[src/shared/input_loop_pkg.sv]
package input_loop_pkg;
  localparam int CODE_W = 7;
  typedef logic [CODE_W-1:0] code_t;
  typedef logic [7:0] byte_t;
  typedef logic [2:0] imp_t;

  typedef enum logic [2:0] {
    ST_INIT = 3'h0,
    ST_PRELOAD = 3'h1,
    ST_ACQUIRE = 3'h3,
    ST_LOCKED = 3'h2,
    ST_HO_ENTRY = 3'h6,
    ST_HO_STEADY = 3'h7,
    ST_HO_EXIT = 3'h5,
    ST_HO_RELEASE = 3'h4
  } state_t;

  typedef enum logic [1:0] {
    EX_RESET = 2'h0,
    EX_SLIP = 2'h1,
    EX_DAC = 2'h2
  } exit_t;

  localparam byte_t ADDR_EXIT_CFG = 8'h16;
  localparam byte_t ADDR_LOCK_TIMER = 8'h28;
  localparam byte_t ADDR_HOLD_CFG = 8'h29;
  localparam byte_t ADDR_FSM_STATE = 8'h82;
  localparam byte_t ADDR_STATUS = 8'h83;
  localparam byte_t ADDR_DAC_CODE = 8'h84;

  localparam int EXIT_CRIT_LSB = 0;
  localparam int EXIT_ACT_LSB = 2;
  localparam int HOLD_DAC_BIT = 2;
  localparam logic [1:0] COND_LOS = 2'h0;
  localparam logic [1:0] COND_PHASE = 2'h1;
  localparam logic [1:0] ACT_RESET = 2'h0;
  localparam logic [1:0] ACT_SLIP = 2'h1;
  localparam logic [1:0] ACT_DAC = 2'h3;

  localparam logic [3:0] EXIT_CFG_RST = 4'h0;
  localparam logic [4:0] LOCK_TIMER_RST = 5'h0a;
  localparam logic HOLD_DAC_RST = 1'b0;

  localparam int CLK_PERIOD_PS = 25000;
  localparam int STEP_TIME_NS = 1000;
  localparam int STEP_CYCLES = (STEP_TIME_NS * 1000) / CLK_PERIOD_PS;
  localparam logic [5:0] STEP_LAST = 6'(STEP_CYCLES - 1);
  localparam imp_t IMP_MAX = 3'h7;
  localparam int AVG_SHIFT = 4;
endpackage : input_loop_pkg

[src/shared/tune_if.sv]
`timescale 1ns/1ps
interface tune_if;
  import input_loop_pkg::*;
  code_t sample;
  logic locked;
  code_t average;
  modport ctl (output sample, output locked, input average);
  modport filt (input sample, input locked, output average);
endinterface : tune_if

[src/logic/input_loop_holdover_fsm.sv]
// Chosen here: the placing of the registers and the address-and-strobe port.
`timescale 1ns/1ps
// What this block does
// - In locked state, a large phase error tristates the charge pump on the next clock.
// - The same large phase error clears the lock detect result.
// - The charge pump stays tristated through holdover entry, steady and zero-error exit, but not during converter release.
// - With converter holdover, switch from sensing to forcing until holdover ends.
// - Hold config bit 2 at 0x29 selects tristate-only or converter holdover.
// - Forced value is a low-pass average of samples taken only while locked.
// - Sense and force converter codes are seven bits wide.
// - Exit condition and exit behaviour are two 2-bit fields at 0x16.
// - Selectors 1 and 1 leave holdover on clear loss, a seen cycle slip and low error, no reset.
// - Zero-error exit keeps pump tristated and reacquires just after a cycle slip.
// - Selectors 0 and 0 reset dividers once loss clears, then restart.
// - Selectors 0 and 3 with converter holdover reset dividers, then raise converter impedance stepwise.
// - All loop logic runs on the common divided clock.
// - Lock asserts after two to the timer setting of low-error cycles.
// - The state machine state is readable as 3 bits at 0x82.
// - Holdover entered from locked on lock loss, signal loss or reference switch.
module input_loop_holdover_fsm (
  input wire logic sys_clk,
  input wire logic resetn,
  input wire input_loop_pkg::byte_t regAddr,
  input wire input_loop_pkg::byte_t regWdata,
  input wire logic regWrite,
  input wire logic regRead,
  output input_loop_pkg::byte_t regRdata,
  input wire logic phaseErrBig,
  input wire logic phaseErrLow,
  input wire logic cycleSlip,
  input wire logic signalLossFlag,
  input wire logic refSwitchReq,
  input wire input_loop_pkg::code_t senseCode,
  output logic chargePumpTristate,
  output logic dividerReset,
  output logic dacForceMode,
  output input_loop_pkg::code_t dacCode,
  output input_loop_pkg::imp_t dacImpedance,
  output logic lockDetect
);
  import input_loop_pkg::*;

  state_t state;
  state_t next_state;
  logic [1:0] exitCrit;
  logic [1:0] exitAct;
  logic [4:0] lockTimer;
  logic holdUsesDac;
  logic [31:0] lockCnt;
  logic [31:0] lockLast;
  logic slipSeen;
  logic [5:0] stepCnt;
  logic stepPulse;
  logic inHold;
  exit_t exitKind;

  tune_if tif ();

  tune_averager u_avg (
    .sys_clk(sys_clk),
    .resetn(resetn),
    .tif(tif)
  );

  // Decode of the exit selectors, shared by the sequencer and its checks.
  function automatic exit_t exit_kind(input logic [1:0] crit, input logic [1:0] act,
                                      input logic useDac);
    exit_t k;
    k = EX_RESET;
    if (crit == COND_PHASE && act == ACT_SLIP) begin
      k = EX_SLIP;
    end else if (crit == COND_LOS && act == ACT_DAC && useDac) begin
      k = EX_DAC;
    end
    return k;
  endfunction : exit_kind

  assign exitKind = exit_kind(exitCrit, exitAct, holdUsesDac);
  assign inHold = (state == ST_HO_ENTRY) || (state == ST_HO_STEADY) || (state == ST_HO_EXIT)
    || (state == ST_HO_RELEASE);
  assign tif.sample = senseCode;
  assign tif.locked = lockDetect;

  always_ff @(posedge sys_clk) begin
    if (!resetn) begin
      exitCrit <= EXIT_CFG_RST[1:0];
      exitAct <= EXIT_CFG_RST[3:2];
      lockTimer <= LOCK_TIMER_RST;
      holdUsesDac <= HOLD_DAC_RST;
    end else if (regWrite) begin
      case (regAddr)
        ADDR_EXIT_CFG: begin
          exitCrit <= regWdata[EXIT_CRIT_LSB +: 2];
          exitAct <= regWdata[EXIT_ACT_LSB +: 2];
        end
        ADDR_LOCK_TIMER: lockTimer <= regWdata[4:0];
        ADDR_HOLD_CFG: holdUsesDac <= regWdata[HOLD_DAC_BIT];
        default: ;
      endcase
    end
  end

  // Unmapped addresses and idle cycles read as zero.
  // state readback
  always_ff @(posedge sys_clk) begin
    if (!resetn) begin
      regRdata <= '0;
    end else if (regRead) begin
      case (regAddr)
        ADDR_EXIT_CFG: regRdata <= {4'h0, exitAct, exitCrit};
        ADDR_LOCK_TIMER: regRdata <= {3'h0, lockTimer};
        ADDR_HOLD_CFG: regRdata <= {5'h0, holdUsesDac, 2'h0};
        ADDR_FSM_STATE: regRdata <= {5'h0, state};
        ADDR_STATUS: regRdata <= {4'h0, dacForceMode, chargePumpTristate, inHold, lockDetect};
        ADDR_DAC_CODE: regRdata <= {1'b0, dacCode};
        default: regRdata <= '0;
      endcase
    end else begin
      regRdata <= '0;
    end
  end

  // error clears lock
  // The counter is held clear in holdover so that a stale lock cannot end acquisition early.
  assign lockLast = (32'h1 << lockTimer) - 32'h1;
  always_ff @(posedge sys_clk) begin
    if (!resetn) begin
      lockCnt <= '0;
      lockDetect <= 1'b0;
    end else if (phaseErrBig || !phaseErrLow || inHold) begin
      lockCnt <= '0;
      lockDetect <= 1'b0;
    end else if (!lockDetect) begin
      if (lockCnt == lockLast) begin
        lockDetect <= 1'b1;
      end else begin
        lockCnt <= lockCnt + 32'h1;
      end
    end
  end

  always_comb begin
    next_state = state;
    case (state)
      ST_INIT: next_state = ST_PRELOAD;
      ST_PRELOAD: next_state = ST_ACQUIRE;
      ST_ACQUIRE: begin
        if (lockDetect) begin
          next_state = ST_LOCKED;
        end
      end
      ST_LOCKED: begin
        if (!lockDetect || signalLossFlag || refSwitchReq) begin
          next_state = ST_HO_ENTRY;
        end
      end
      ST_HO_ENTRY: next_state = ST_HO_STEADY;
      ST_HO_STEADY: begin
        if (!signalLossFlag) begin
          case (exitKind)
            EX_SLIP: next_state = ST_HO_EXIT;
            EX_DAC: next_state = ST_HO_RELEASE;
            default: next_state = ST_ACQUIRE;
          endcase
        end
      end
      ST_HO_EXIT: begin
        if (signalLossFlag) begin
          next_state = ST_HO_STEADY;
        end else if (slipSeen && phaseErrLow) begin
          next_state = ST_ACQUIRE;
        end
      end
      ST_HO_RELEASE: begin
        if (stepPulse && dacImpedance == IMP_MAX) begin
          next_state = ST_ACQUIRE;
        end
      end
      default: next_state = ST_INIT;
    endcase
  end

  always_ff @(posedge sys_clk) begin
    if (!resetn) begin
      state <= ST_INIT;
    end else begin
      state <= next_state;
    end
  end

  always_ff @(posedge sys_clk) begin
    if (!resetn) begin
      slipSeen <= 1'b0;
    end else if (state == ST_HO_EXIT) begin
      slipSeen <= slipSeen || cycleSlip;
    end else begin
      slipSeen <= 1'b0;
    end
  end

  always_ff @(posedge sys_clk) begin
    if (!resetn) begin
      chargePumpTristate <= 1'b0;
    end else begin
      chargePumpTristate <= (state == ST_LOCKED && phaseErrBig) || next_state == ST_HO_ENTRY
        || next_state == ST_HO_STEADY || next_state == ST_HO_EXIT;
    end
  end

  always_ff @(posedge sys_clk) begin
    if (!resetn) begin
      dividerReset <= 1'b0;
    end else begin
      dividerReset <= state == ST_HO_STEADY
        && (next_state == ST_ACQUIRE || next_state == ST_HO_RELEASE);
    end
  end

  // sense to force
  // The code is frozen at entry; averaging stops anyway once lock drops.
  always_ff @(posedge sys_clk) begin
    if (!resetn) begin
      dacForceMode <= 1'b0;
      dacCode <= '0;
    end else begin
      if (next_state == ST_ACQUIRE) begin
        dacForceMode <= 1'b0;
      end else if (state == ST_HO_ENTRY && holdUsesDac) begin
        dacForceMode <= 1'b1;
      end
      if (!dacForceMode && !(state == ST_HO_ENTRY && holdUsesDac)) begin
        dacCode <= tif.average;
      end
    end
  end

  always_ff @(posedge sys_clk) begin
    if (!resetn) begin
      stepCnt <= '0;
      stepPulse <= 1'b0;
      dacImpedance <= '0;
    end else if (state == ST_HO_RELEASE) begin
      stepPulse <= stepCnt == STEP_LAST;
      stepCnt <= (stepCnt == STEP_LAST) ? 6'h00 : stepCnt + 6'h01;
      if (stepPulse && dacImpedance != IMP_MAX) begin
        dacImpedance <= dacImpedance + 3'h1;
      end
    end else begin
      stepCnt <= '0;
      stepPulse <= 1'b0;
      dacImpedance <= '0;
    end
  end
endmodule : input_loop_holdover_fsm

[src/logic/tune_averager.sv]
`timescale 1ns/1ps
module tune_averager (
  input wire logic sys_clk,
  input wire logic resetn,
  tune_if.filt tif
);
  import input_loop_pkg::*;
  localparam int ACC_W = CODE_W + AVG_SHIFT;
  logic [ACC_W-1:0] acc;
  logic [ACC_W:0] next_acc;

  // A first-order filter keeps the forced value away from momentary noise.
  // The accumulator holds sixteen times the average, so it can never overflow.
  always_comb begin
    next_acc = {1'b0, acc} + {{(AVG_SHIFT + 1){1'b0}}, tif.sample}
      - {{(AVG_SHIFT + 1){1'b0}}, acc[ACC_W-1:AVG_SHIFT]};
  end

  always_ff @(posedge sys_clk) begin
    if (!resetn) begin
      acc <= '0;
    end else if (tif.locked) begin
      acc <= next_acc[ACC_W-1:0];
    end
  end

  assign tif.average = acc[ACC_W-1:AVG_SHIFT];
endmodule : tune_averager

[config.mk]
export PLATFORM = sky130hd
export DESIGN_NAME = input_loop_holdover_fsm
export DESIGN_NICKNAME = d
export VERILOG_FILES = /design/src/shared/input_loop_pkg.sv /design/src/shared/tune_if.sv /design/src/logic/input_loop_holdover_fsm.sv /design/src/logic/tune_averager.sv
export SDC_FILE = /design/constraint.sdc
export NUM_CORES = 1
export LEC_CHECK = 0
export BUFFER_PORTS_ARGS = -buffer_cell sky130_fd_sc_hd__buf_2
export CELL_PAD_IN_SITES_DETAIL_PLACEMENT = 1
export CELL_PAD_IN_SITES_GLOBAL_PLACEMENT = 1
export CORE_ASPECT_RATIO = 0.5
export CORE_MARGIN = 8
export CORE_UTILIZATION = 40
export DETAILED_ROUTE_END_ITERATION = 7
export PLACE_DENSITY = 0.8
export SLEW_MARGIN = 10
export SYNTH_ARGS = -nofsm -noshare
export SYNTH_HDL_FRONTEND = slang
export SYNTH_HIERARCHICAL = 1
export SYNTH_SLANG_ARGS = --single-unit
[constraint.sdc]
create_clock -name sys_clk -period 3.41 [get_ports sys_clk]
set_input_delay 0.682 -clock sys_clk [delete_from_list [all_inputs] [get_ports sys_clk]]
set_output_delay 0.682 -clock sys_clk [all_outputs]
set_load 0.05 [all_outputs]
# After elaboration in Yosys (flattened, before gate mapping)
# Cells that the tools add are included.
# word_totals
regBits	86
input_bits	32
out_inout_bits	22
wordCells	106
# classes
addsub	6
eq_ne	27
shift	1
mux	13
n_bitwise	4
reduce_logical	38
# op_table
cell	n
one-hot mux 7 bit (6 select lines)	1
adder 32 x 1 -> 32 bit, second input constant	1
== test 32 bit	1
left shift 1 x 5 -> 32 bit, first input constant	1
subtractor 32 x 1 -> 32 bit, second input constant	1
== test 3 bit, second input constant	9
== test 8 bit, second input constant	3
one-hot mux 3 bit (8 select lines)	1
2-to-1 mux 3 bit	6
== test 8 x 6 -> 1 bit, second input constant	2
AND reduction 2 bit	7
logical OR 1 bit	12
adder 11 x 7 -> 11 bit	1
subtractor 11 x 7 -> 11 bit	1
logical AND 1 bit	10
== test 3 x 2 -> 1 bit, second input constant	3
== test 8 x 5 -> 1 bit, second input constant	1
adder 6 x 1 -> 6 bit, second input constant	1
== test 2 x 1 -> 1 bit, second input constant	3
== test 6 bit, second input constant	1
one-hot mux 3 bit (2 select lines)	1
== test 2 bit, second input constant	2
logical NOT 1 bit	4
2-to-1 mux 2 bit	2
9 further kinds	14

# Logic depth before layout (Yosys ltp)
# Gate-level depths: netlist of the first run.
# logic_depth
depth_word	13
depth_mapped	16

# By module
# The synthesis of the first run kept the hierarchy.
# modules_own_cells
module	n_inst	cells_per_inst	area_each_um2	seq_area_each_um2
input_loop_holdover_fsm	1	581	4595.7	1481.4
tune_averager	1	146	1202.4	220.2

# Worst setup path after synthesis of the first run
# No wires, ideal clock.
# synth_path
path_type	register to register
start	register lockTimer[2]
end	register lockCnt[23]
setup_ns	0.070
arrival_ns	3.300
required_ns	3.340
slack_ns	0.040
path_stages_with_launch	15
n_path_buf	4
cell_sequence	dfxtp_1 > or3_1 > or2_2 > ha_1 > buf_2 > buf_2 > a22o_1 > a21oi_1 > xor2_1 > and4_1 > a31o_1 > buf_6 > buf_6 > or4_1 > a21oi_1
# synth_between
elab_chain_len	5
# synth_lines
element	line	rtl
from (decl)	input_loop_holdover_fsm.sv:47	logic [4:0] lockTimer;
from (signal assigned)	input_loop_holdover_fsm.sv:96	ADDR_LOCK_TIMER: lockTimer <= regWdata[4:0];
left shift 1 x 5 -> 32 bit	input_loop_holdover_fsm.sv:125	assign lockLast = (32'h1 << lockTimer) - 32'h1;
subtractor 32 x 1 -> 32 bit	input_loop_holdover_fsm.sv:125	
== test 32 bit	input_loop_holdover_fsm.sv:134	if (lockCnt == lockLast) begin
NOT 1 bit (no line)	n/a	
AND reduction 2 bit (no line)	n/a	
to (signal assigned)	input_loop_holdover_fsm.sv:137	lockCnt <= lockCnt + 32'h1;
to (decl)	input_loop_holdover_fsm.sv:49	logic [31:0] lockCnt;
# No other way between the ends.
# A chain may end at the register's enable or synchronous reset.

# Worst setup path in the final report of the first run
# layout_path
start	register lockTimer[2]
end	register lockCnt[27]
# The elaborated chain is that of the path after synthesis.

==> results of run 1 <==
==> stage by stage <==
stage,setup slack [ns],hold WS (ns),TNS (ns),instance area (µm²),utilization
4_1_cts,-0.0223,0.443,-0.0636,6510,0.455
2_1_floorplan,0.0395,0.413,0,5800,-
6_report,-0.00480,0.438,-0.00480,6700,0.468
3_3_place_gp,0.0204,0.424,0,6150,0.430
5_1_grt,-0.117,0.470,-2.93,6700,0.468
3_5_place_dp,-0.0869,0.433,-0.751,6150,0.430
==> layer usage <==
layer  wire, µm  global-route usage  part of all wire  vias up
met5          0                   0                 0        -
met4        302              0.0552             0.017        0
met3        696              0.0358             0.039       31
met2       9200               0.346              0.51      127
met1       7690               0.221              0.43     2865
li1           -                   -                 -     2711
==> worst register-to-register path, cell delays in order (launching register included) <==
cell and delay [ns]:
sky130_fd_sc_hd__dfxtp_1 0.31, sky130_fd_sc_hd__or3_4 0.39, sky130_fd_sc_hd__or2_4 0.27, sky130_fd_sc_hd__ha_4 0.18, sky130_fd_sc_hd__or3_1 0.30, sky130_fd_sc_hd__a211o_1 0.33
sky130_fd_sc_hd__a21oi_2 0.17, sky130_fd_sc_hd__a2111oi_2 0.06, sky130_fd_sc_hd__nor4b_4 0.16, sky130_fd_sc_hd__a31o_4 0.33, sky130_fd_sc_hd__buf_12 0.17, sky130_fd_sc_hd__or4_4 0.52
sky130_fd_sc_hd__a21oi_2 0.15
==> repair_timing <==
item                                    CTS  global route
setup buffers                             0             0
pin swaps                                 1             3
endpoints found under the hold margin     0             0
gates resized for setup                   8            27
endpoints found under the setup margin   26            32
cloned                                    0             5
==> power by group <==
| part | total (mW) | leakage, nW | internal, mW | switching, mW |
|---|---|---|---|---|
| clock network | 1.05 | 0.151 | 0.587 | 0.466 |
| logic | 0.170 | 1.72 | 0.0658 | 0.104 |
| registers | 1.01 | 0.685 | 0.998 | 0.0126 |
==> final cells by class <==
class	count	area, µm²	area share
Multi-Input combinational cell	543	3740	0.559
Clock buffer	9	225	0.0336
Tap cell	198	248	0.0370
Timing Repair Buffer	79	533	0.0796
Inverter	41	154	0.0230
Sequential cell	85	1700	0.254
Clock inverter	7	91.3	0.0136
==> worst max-delay path by stage <==
stage / startpoint / endpoint / slack [ns] / cells after the start
2_1_floorplan: lockTimer[2]$_SDFFE_PN0P_ / lockCnt[23]$_SDFFE_PP0P_ / 0.04 / 14
4_1_cts: lockTimer[2]$_SDFFE_PN0P_ / lockCnt[27]$_SDFFE_PP0P_ / -0.02 / 12
6_report: lockTimer[2]$_SDFFE_PN0P_ / lockCnt[27]$_SDFFE_PP0P_ / -0.005 / 12
3_5_place_dp: lockTimer[2]$_SDFFE_PN0P_ / lockCnt[25]$_SDFFE_PP0P_ / -0.09 / 13
5_1_grt: lockTimer[2]$_SDFFE_PN0P_ / lockCnt[9]$_SDFFE_PP0P_ / -0.12 / 12
3_3_place_gp: lockTimer[2]$_SDFFE_PN0P_ / lockCnt[14]$_SDFFE_PP0P_ / 0.02 / 13
==> cells by family (layout without fill, tap and decap cells) <==
group,after synthesis,count (layout),synth area share
other cells,1,1,0.000647
compound gates,184,184,0.209
flops,85,85,0.293
fa+ha+maj,23,23,0.0587
simple gates,294,294,0.282
xor+xnor,22,22,0.0380
buf+inv,99,136,0.0846
mux,19,19,0.0332
==> placed cells by master, fill, tap and decap left out, drive strengths merged, types with 8 or more instances in the layout <==
cell | netlist | routed
dfxtp | 85 | 85
buf | 34 | 77
a21oi | 59 | 59
nand2 | 55 | 55
nor2 | 49 | 49
nand3 | 45 | 45
inv | 41 | 44
o21ai | 34 | 34
o31ai | 17 | 17
mux2i | 17 | 17
or3 | 16 | 16
ha | 16 | 16
and3 | 16 | 16
or4 | 16 | 16
o211ai | 14 | 14
nand2b | 12 | 12
nor3 | 12 | 12
nor2b | 11 | 11
nand4 | 11 | 11
clkbuf | 24 | 11
xnor2 | 11 | 11
nand3b | 9 | 9
xor2 | 9 | 9
and2 | 8 | 8
==> sequential cells by signal, indices dropped and copies added, names as in the netlist, 2 cells and up <==
signal / cells
lockCnt: 32
u_avg/acc: 11
dacCode: 7
regRdata: 7
stepCnt: 6
lockTimer: 5
dacImpedance: 3
state: 3
exitAct: 2
exitCrit: 2
==> flow_summary.json, run 1 <==
{
  "status": "finished, violations left",
  "violations": "setup timing",
  "clk_pin_slew_worst_paths_ns": 0.07,
  "critical_path_required_ns": 3.68,
  "setup_repair_after_global_routing_missed_its_margin": "yes",
  "synthesis.area_mm2": 0.00580,
  "drive_above_1_share": 0.183,
  "count_of_standard_cell_rows": 31,
  "critical_path_buf_inv_count": 1,
  "synth.lib_cells_used.distinct": 81,
  "wire_length_per_cell_um": 18.6,
  "avgSynthCellArea_um2": 7.98,
  "grt-ovfl-total": 0,
  "synth.most_common_cell": "sky130_fd_sc_hd__dfxtp_1",
  "dpl.cell_count": 941,
  "grt_util_all_layers": 0.188,
  "initial_antenna_violation_count": 0,
  "endpoint_worst_hold": "stepCnt[0]$_SDFF_PP0_",
  "r2r_slack_ns": -0.005,
  "post_synth_inst_count": 727,
  "synth_edf_count": 0,
  "total_number_of_vias": 5734,
  "ys.flop_type": "sky130_fd_sc_hd__dfxtp_1",
  "drc": 0,
  "overall_die_area_mm2": 0.0188,
  "detail_route.vias_per_cell": 5.96,
  "drtIter0Drc": 305,
  "maxcap_violations": 0,
  "cp_slowest_cell": "sky130_fd_sc_hd__or4_4",
  "cts-hold-fix-buffers": 0,
  "dr.pass1.iters": 5,
  "slowest_delay_ns": 0.52,
  "seq_area_frac_synth": 0.293,
  "cellPowerDensity_mw_per_mm2": 334,
  "numCtsBuffers": 9,
  "synth_largest_area_cell": "sky130_fd_sc_hd__dfxtp_1",
  "dpl.hpwl_um": 12400,
  "slew_headroom": 0.300,
  "count_of_filler_cells_inserted_in_the_layout": 1769,
  "timing_worst_slew_pin_value_ns": 1.04,
  "worst_skew_pair.late_latency_ns": 0.35,
  "max_freq_mhz": 293,
  "cts_buffer_depth": 2,
  "timing_max_transition_violations_final": 0,
  "critical_path.startpoint_type": "flop",
  "timing.clock.skew_ns": 0.0116,
  "timing.hold.worst_path_depth": 1,
  "synth.yosys.warnings": 6,
  "antenna_cells_inserted": 0,
  "layout-area-overhead-vs-synth_pct": 15.5,
  "grt_pass1_vias": 5893,
  "finalHoldViolCount": 0,
  "floorplan_die_width_um": 186,
  "setup_viol": 1,
  "worst_r2r_path_depth": 12,
  "min-delay-path-class": "flop to flop",
  "final.setup.worst_slack_ns": -0.00480,
  "synthTopCellsByArea": "sky130_fd_sc_hd__dfxtp_1 (29%), sky130_fd_sc_hd__a21oi_1 (5.0%), sky130_fd_sc_hd__nand3_1 (3.9%)",
  "globalplace.congestion": 0.816,
  "synth_nets": 782,
  "path_cells": "or3_4 -> or2_4 -> ha_4 -> or3_1 -> a211o_1 -> a21oi_2 -> a2111oi_2 -> nor4b_4 -> a31o_4 -> buf_12 -> or4_4 -> a21oi_2",
  "routed_wl_um": 17900,
  "cts_root_buf": "sky130_fd_sc_hd__clkbuf_16",
  "post_synth_most_frequent_cells": "sky130_fd_sc_hd__dfxtp_1 (85), sky130_fd_sc_hd__a21oi_1 (58), sky130_fd_sc_hd__nand2_1 (55), sky130_fd_sc_hd__nor2_1 (49), sky130_fd_sc_hd__nand3_1 (45)",
  "finalCriticalPeriod_ns": 3.41,
  "start_util": 0.405,
  "largest_net_degree_at_the_start_of_global_routing": 44,
  "grt_pass1_wl_um": 29000,
  "fin_crit_sh": 1.00,
  "worst_setup_path_end_kind": "flop",
  "io_pins": 54,
  "synthArstFlopShare": 0,
  "design_power_total_mw": 2.23,
  "cp_max_fo": 9,
  "irDropWorstVdd_v": 0.000230,
  "tritoncts_clock_tree": "done",
  "fp.dieH_um": 101,
  "detail-route-antenna-nets": 0,
  "cts.htree.levels": 3,
  "finish.net_count": 814,
  "numPortBuffers": 49,
  "leakagePower_nw": 2.55,
  "yosys_register_bits": 85,
  "timing.critical_path.arrival_ns": 3.69,
  "timing_worst_setup_path_type": "flop to flop",
  "rr_endpoint": "lockCnt[27]$_SDFFE_PP0P_",
  "cts_num_sinks": 85,
  "yosys.area.top_type_share": 0.293,
  "timing.rr.start": "lockTimer[2]$_SDFFE_PN0P_",
  "hold_path_startpoint": "stepCnt[0]$_SDFF_PP0_",
  "crit_family": "simple AND/OR/NAND/NOR gates",
  "layoutNonFillerInstCount": 962,
  "path_common_cell": "sky130_fd_sc_hd__a21oi_2",
  "coreArea_mm2": 0.0143
}
(Power assumes the default switching activity.)
==> run 2, diff against run 1 <==
--- a/config.mk
+++ b/config.mk
@@ -10,9 +10,9 @@
 export CELL_PAD_IN_SITES_GLOBAL_PLACEMENT = 1
 export CORE_ASPECT_RATIO = 0.5
 export CORE_MARGIN = 8
-export CORE_UTILIZATION = 40
+export CORE_UTILIZATION = 41
 export DETAILED_ROUTE_END_ITERATION = 7
-export PLACE_DENSITY = 0.8
+export PLACE_DENSITY_LB_ADDON = 0.08
 export SLEW_MARGIN = 10
 export SYNTH_ARGS = -nofsm -noshare
 export SYNTH_HDL_FRONTEND = slang
==> run 2 against run 1 <==
The run now ends clean. Non-clock buffer count is 4 higher. First-iteration DRC count is 5.6% lower. Clock skew is 0.0036 ns lower. Combinational power hardly changed. Sequential share of layout area is 0.27 points lower. Final area is 1.2% higher. Setup slack better by 0.036 ns. Via count is 3.1% lower. Maximum frequency is 1.1% higher. Core utilization is 2.8 points higher. Total power is 0.43% lower.
==> flow_summary.json, run 2 (synthesis results as in run 1) <==
{
  "clockPowerShare": 0.470,
  "detail-route-antenna-nets": 0,
  "critical_path.startpoint_type": "flop",
  "wire_length_per_cell_um": 18.3,
  "power_switching_uw": 565,
  "clk_pin_slew_worst_paths_ns": 0.07,
  "initial_antenna_violation_count": 1,
  "layout-area-overhead-vs-synth_pct": 16.8,
  "cellPowerDensity_mw_per_mm2": 328,
  "detailedPlace.worstSlack_ns": -0.0867,
  "top_usage_layer": "met2",
  "largest_register": "lockCnt",
  "grt-ovfl-total": 0,
  "maxcap_violations": 0,
  "overall_die_area_mm2": 0.0184,
  "grt_pass1_vias": 5658,
  "fp.dieH_um": 100,
  "final.setup.worst_slack_ns": 0.0311,
  "cts_root_buf": "sky130_fd_sc_hd__clkbuf_16",
  "totalNegativeSetupSlack_ns": 0,
  "status": "finished, final reports clean",
  "antenna_cells_inserted": 0,
  "netSwitchingFraction": 0.254,
  "combPwrFrac": 0.076,
  "global_route.usage.met3": 0.0461,
  "leakagePower_nw": 2.59,
  "internal_power_mw": 1.66,
  "grt_util_all_layers": 0.189,
  "timing_max_transition_violations_final": 0,
  "drtIter0Drc": 288,
  "timing_worst_setup_path_type": "flop to flop",
  "finalCriticalPeriod_ns": 3.38,
  "count_of_standard_cell_rows": 30,
  "detail_route.vias_per_cell": 5.79,
  "timing.critical_path.arrival_ns": 3.66,
  "max_freq_mhz": 296,
  "largest_net_degree_at_the_start_of_global_routing": 44,
  "dpl.hpwl_um": 12300,
  "numPortBuffers": 49,
  "coreArea_mm2": 0.0137,
  "critical_path_required_ns": 3.69,
  "finish.net_count": 818,
  "cp_max_fo": 6,
  "power.sequential.fraction": 0.455,
  "grt_pass1_wl_um": 28600,
  "leading_cell_types_in_the_layout_fill_and_taps_excluded": "sky130_fd_sc_hd__dfxtp_1 (84), sky130_fd_sc_hd__nand2_1 (55), sky130_fd_sc_hd__buf_2 (50), sky130_fd_sc_hd__nor2_1 (49), sky130_fd_sc_hd__a21oi_1 (47)",
  "cts_buffer_depth": 2,
  "drc": 0,
  "largest_register_ff_count": 32,
  "cts.htree.levels": 3,
  "tritoncts_clock_tree": "done",
  "drive_above_1_share": 0.201,
  "globalplace.congestion": 0.838,
  "finalHoldViolCount": 0,
  "numCtsBuffers": 9,
  "total_number_of_vias": 5556,
  "worst_setup_path_end_kind": "flop",
  "use_met2": 0.327,
  "slew_headroom": 0.264,
  "final_common_cell": "sky130_fd_sc_hd__dfxtp_1",
  "setup_repair_after_global_routing_missed_its_margin": "yes",
  "routed_wl_um": 17600,
  "fin_crit_sh": 0.991,
  "setup_viol": 0,
  "dr.pass1.iters": 4,
  "cts_num_sinks": 85,
  "io_pins": 54,
  "timing_worst_slew_pin_value_ns": 1.09,
  "irDropWorstVdd_v": 0.000195,
  "floorplan_die_width_um": 184,
  "largest_registers_in_the_final_layout": "lockCnt: 32 flops, u_avg/acc: 11 flops",
  "worst_skew_pair.late_latency_ns": 0.35,
  "use_met1": 0.236,
  "timing.clock.skew_ns": 0.00800,
  "min-delay-path-class": "flop to flop",
  "start_util": 0.424
}
run 2: path summary, 6_finish.rpt:
kind,from,end,slack [ns],cells after the start
worst min-delay path,stepCnt[0]$_SDFF_PP0_,stepCnt[0]$_SDFF_PP0_,0.44,1
worst max-delay path,lockTimer[3]$_SDFFE_PN1P_,lockCnt[17]$_SDFFE_PP0P_,0.03,12
worst min register to register,stepCnt[0]$_SDFF_PP0_,stepCnt[0]$_SDFF_PP0_,0.44,1
worst max register to register,lockTimer[3]$_SDFFE_PN1P_,lockCnt[17]$_SDFFE_PP0P_,0.03,12
run 2: worst max-delay path, stage by stage (launching register included):
cell and delay (ns):
sky130_fd_sc_hd__dfxtp_1 0.31, sky130_fd_sc_hd__or3_4 0.40, sky130_fd_sc_hd__or2_4 0.25, sky130_fd_sc_hd__ha_4 0.16, sky130_fd_sc_hd__or3_1 0.30, sky130_fd_sc_hd__a211o_1 0.34
sky130_fd_sc_hd__a21oi_2 0.20, sky130_fd_sc_hd__a2111oi_4 0.07, sky130_fd_sc_hd__nor4b_4 0.16, sky130_fd_sc_hd__a31o_4 0.32, sky130_fd_sc_hd__clkbuf_16 0.18, sky130_fd_sc_hd__or4_4 0.51
sky130_fd_sc_hd__a21oi_2 0.12
run 2: cell type report:
class | instances | area [µm²]
Inverter | 41 | 154
Tap cell | 192 | 240
Timing Repair Buffer | 83 | 573
Clock buffer | 10 | 239
Multi-Input combinational cell | 543 | 3790
Clock inverter | 6 | 71.3
Sequential cell | 85 | 1700
Fill cell | 1684 | 6890
run 2: metrics by stage:
stage                     instances  power, mW  hold WS (ns)  cell area (µm²)  utilization
final                           960       2.22         0.443             6770        0.496
after global routing            960       2.31         0.465             6770        0.496
after CTS                       956       2.25         0.447             6570        0.481
after detailed placement        939       1.20         0.434             6180        0.452
after global placement          939       1.20         0.428             6180        0.452
after floorplan                 727       1.15         0.413             5800            -
run 2: power by group through the flow:
stage	clock [mW]	combinational, mW	sequential (mW)
2_1_floorplan	0	0.117	1.03
3_3_place_gp	0	0.162	1.03
4_1_cts	1.07	0.167	1.01
6_report	1.04	0.168	1.01
3_5_place_dp	0	0.165	1.03
5_1_grt	1.11	0.188	1.01
run 2: metal layers:
layer / vias to the layer above / part of all wire
li1: 2714 / -
met1: 2752 / 0.48
met2: 72 / 0.48
met5: - / 0.00074
met4: 2 / 0.0090
met3: 16 / 0.032
run 2: what timing repair did:
action | CTS | global route
setup buffers | 0 | 1
setup endpoints to repair | 27 | 28
gates cloned | 1 | 3
hold buffers | 0 | 0
resized for setup | 14 | 31
pin swaps | 2 | 21
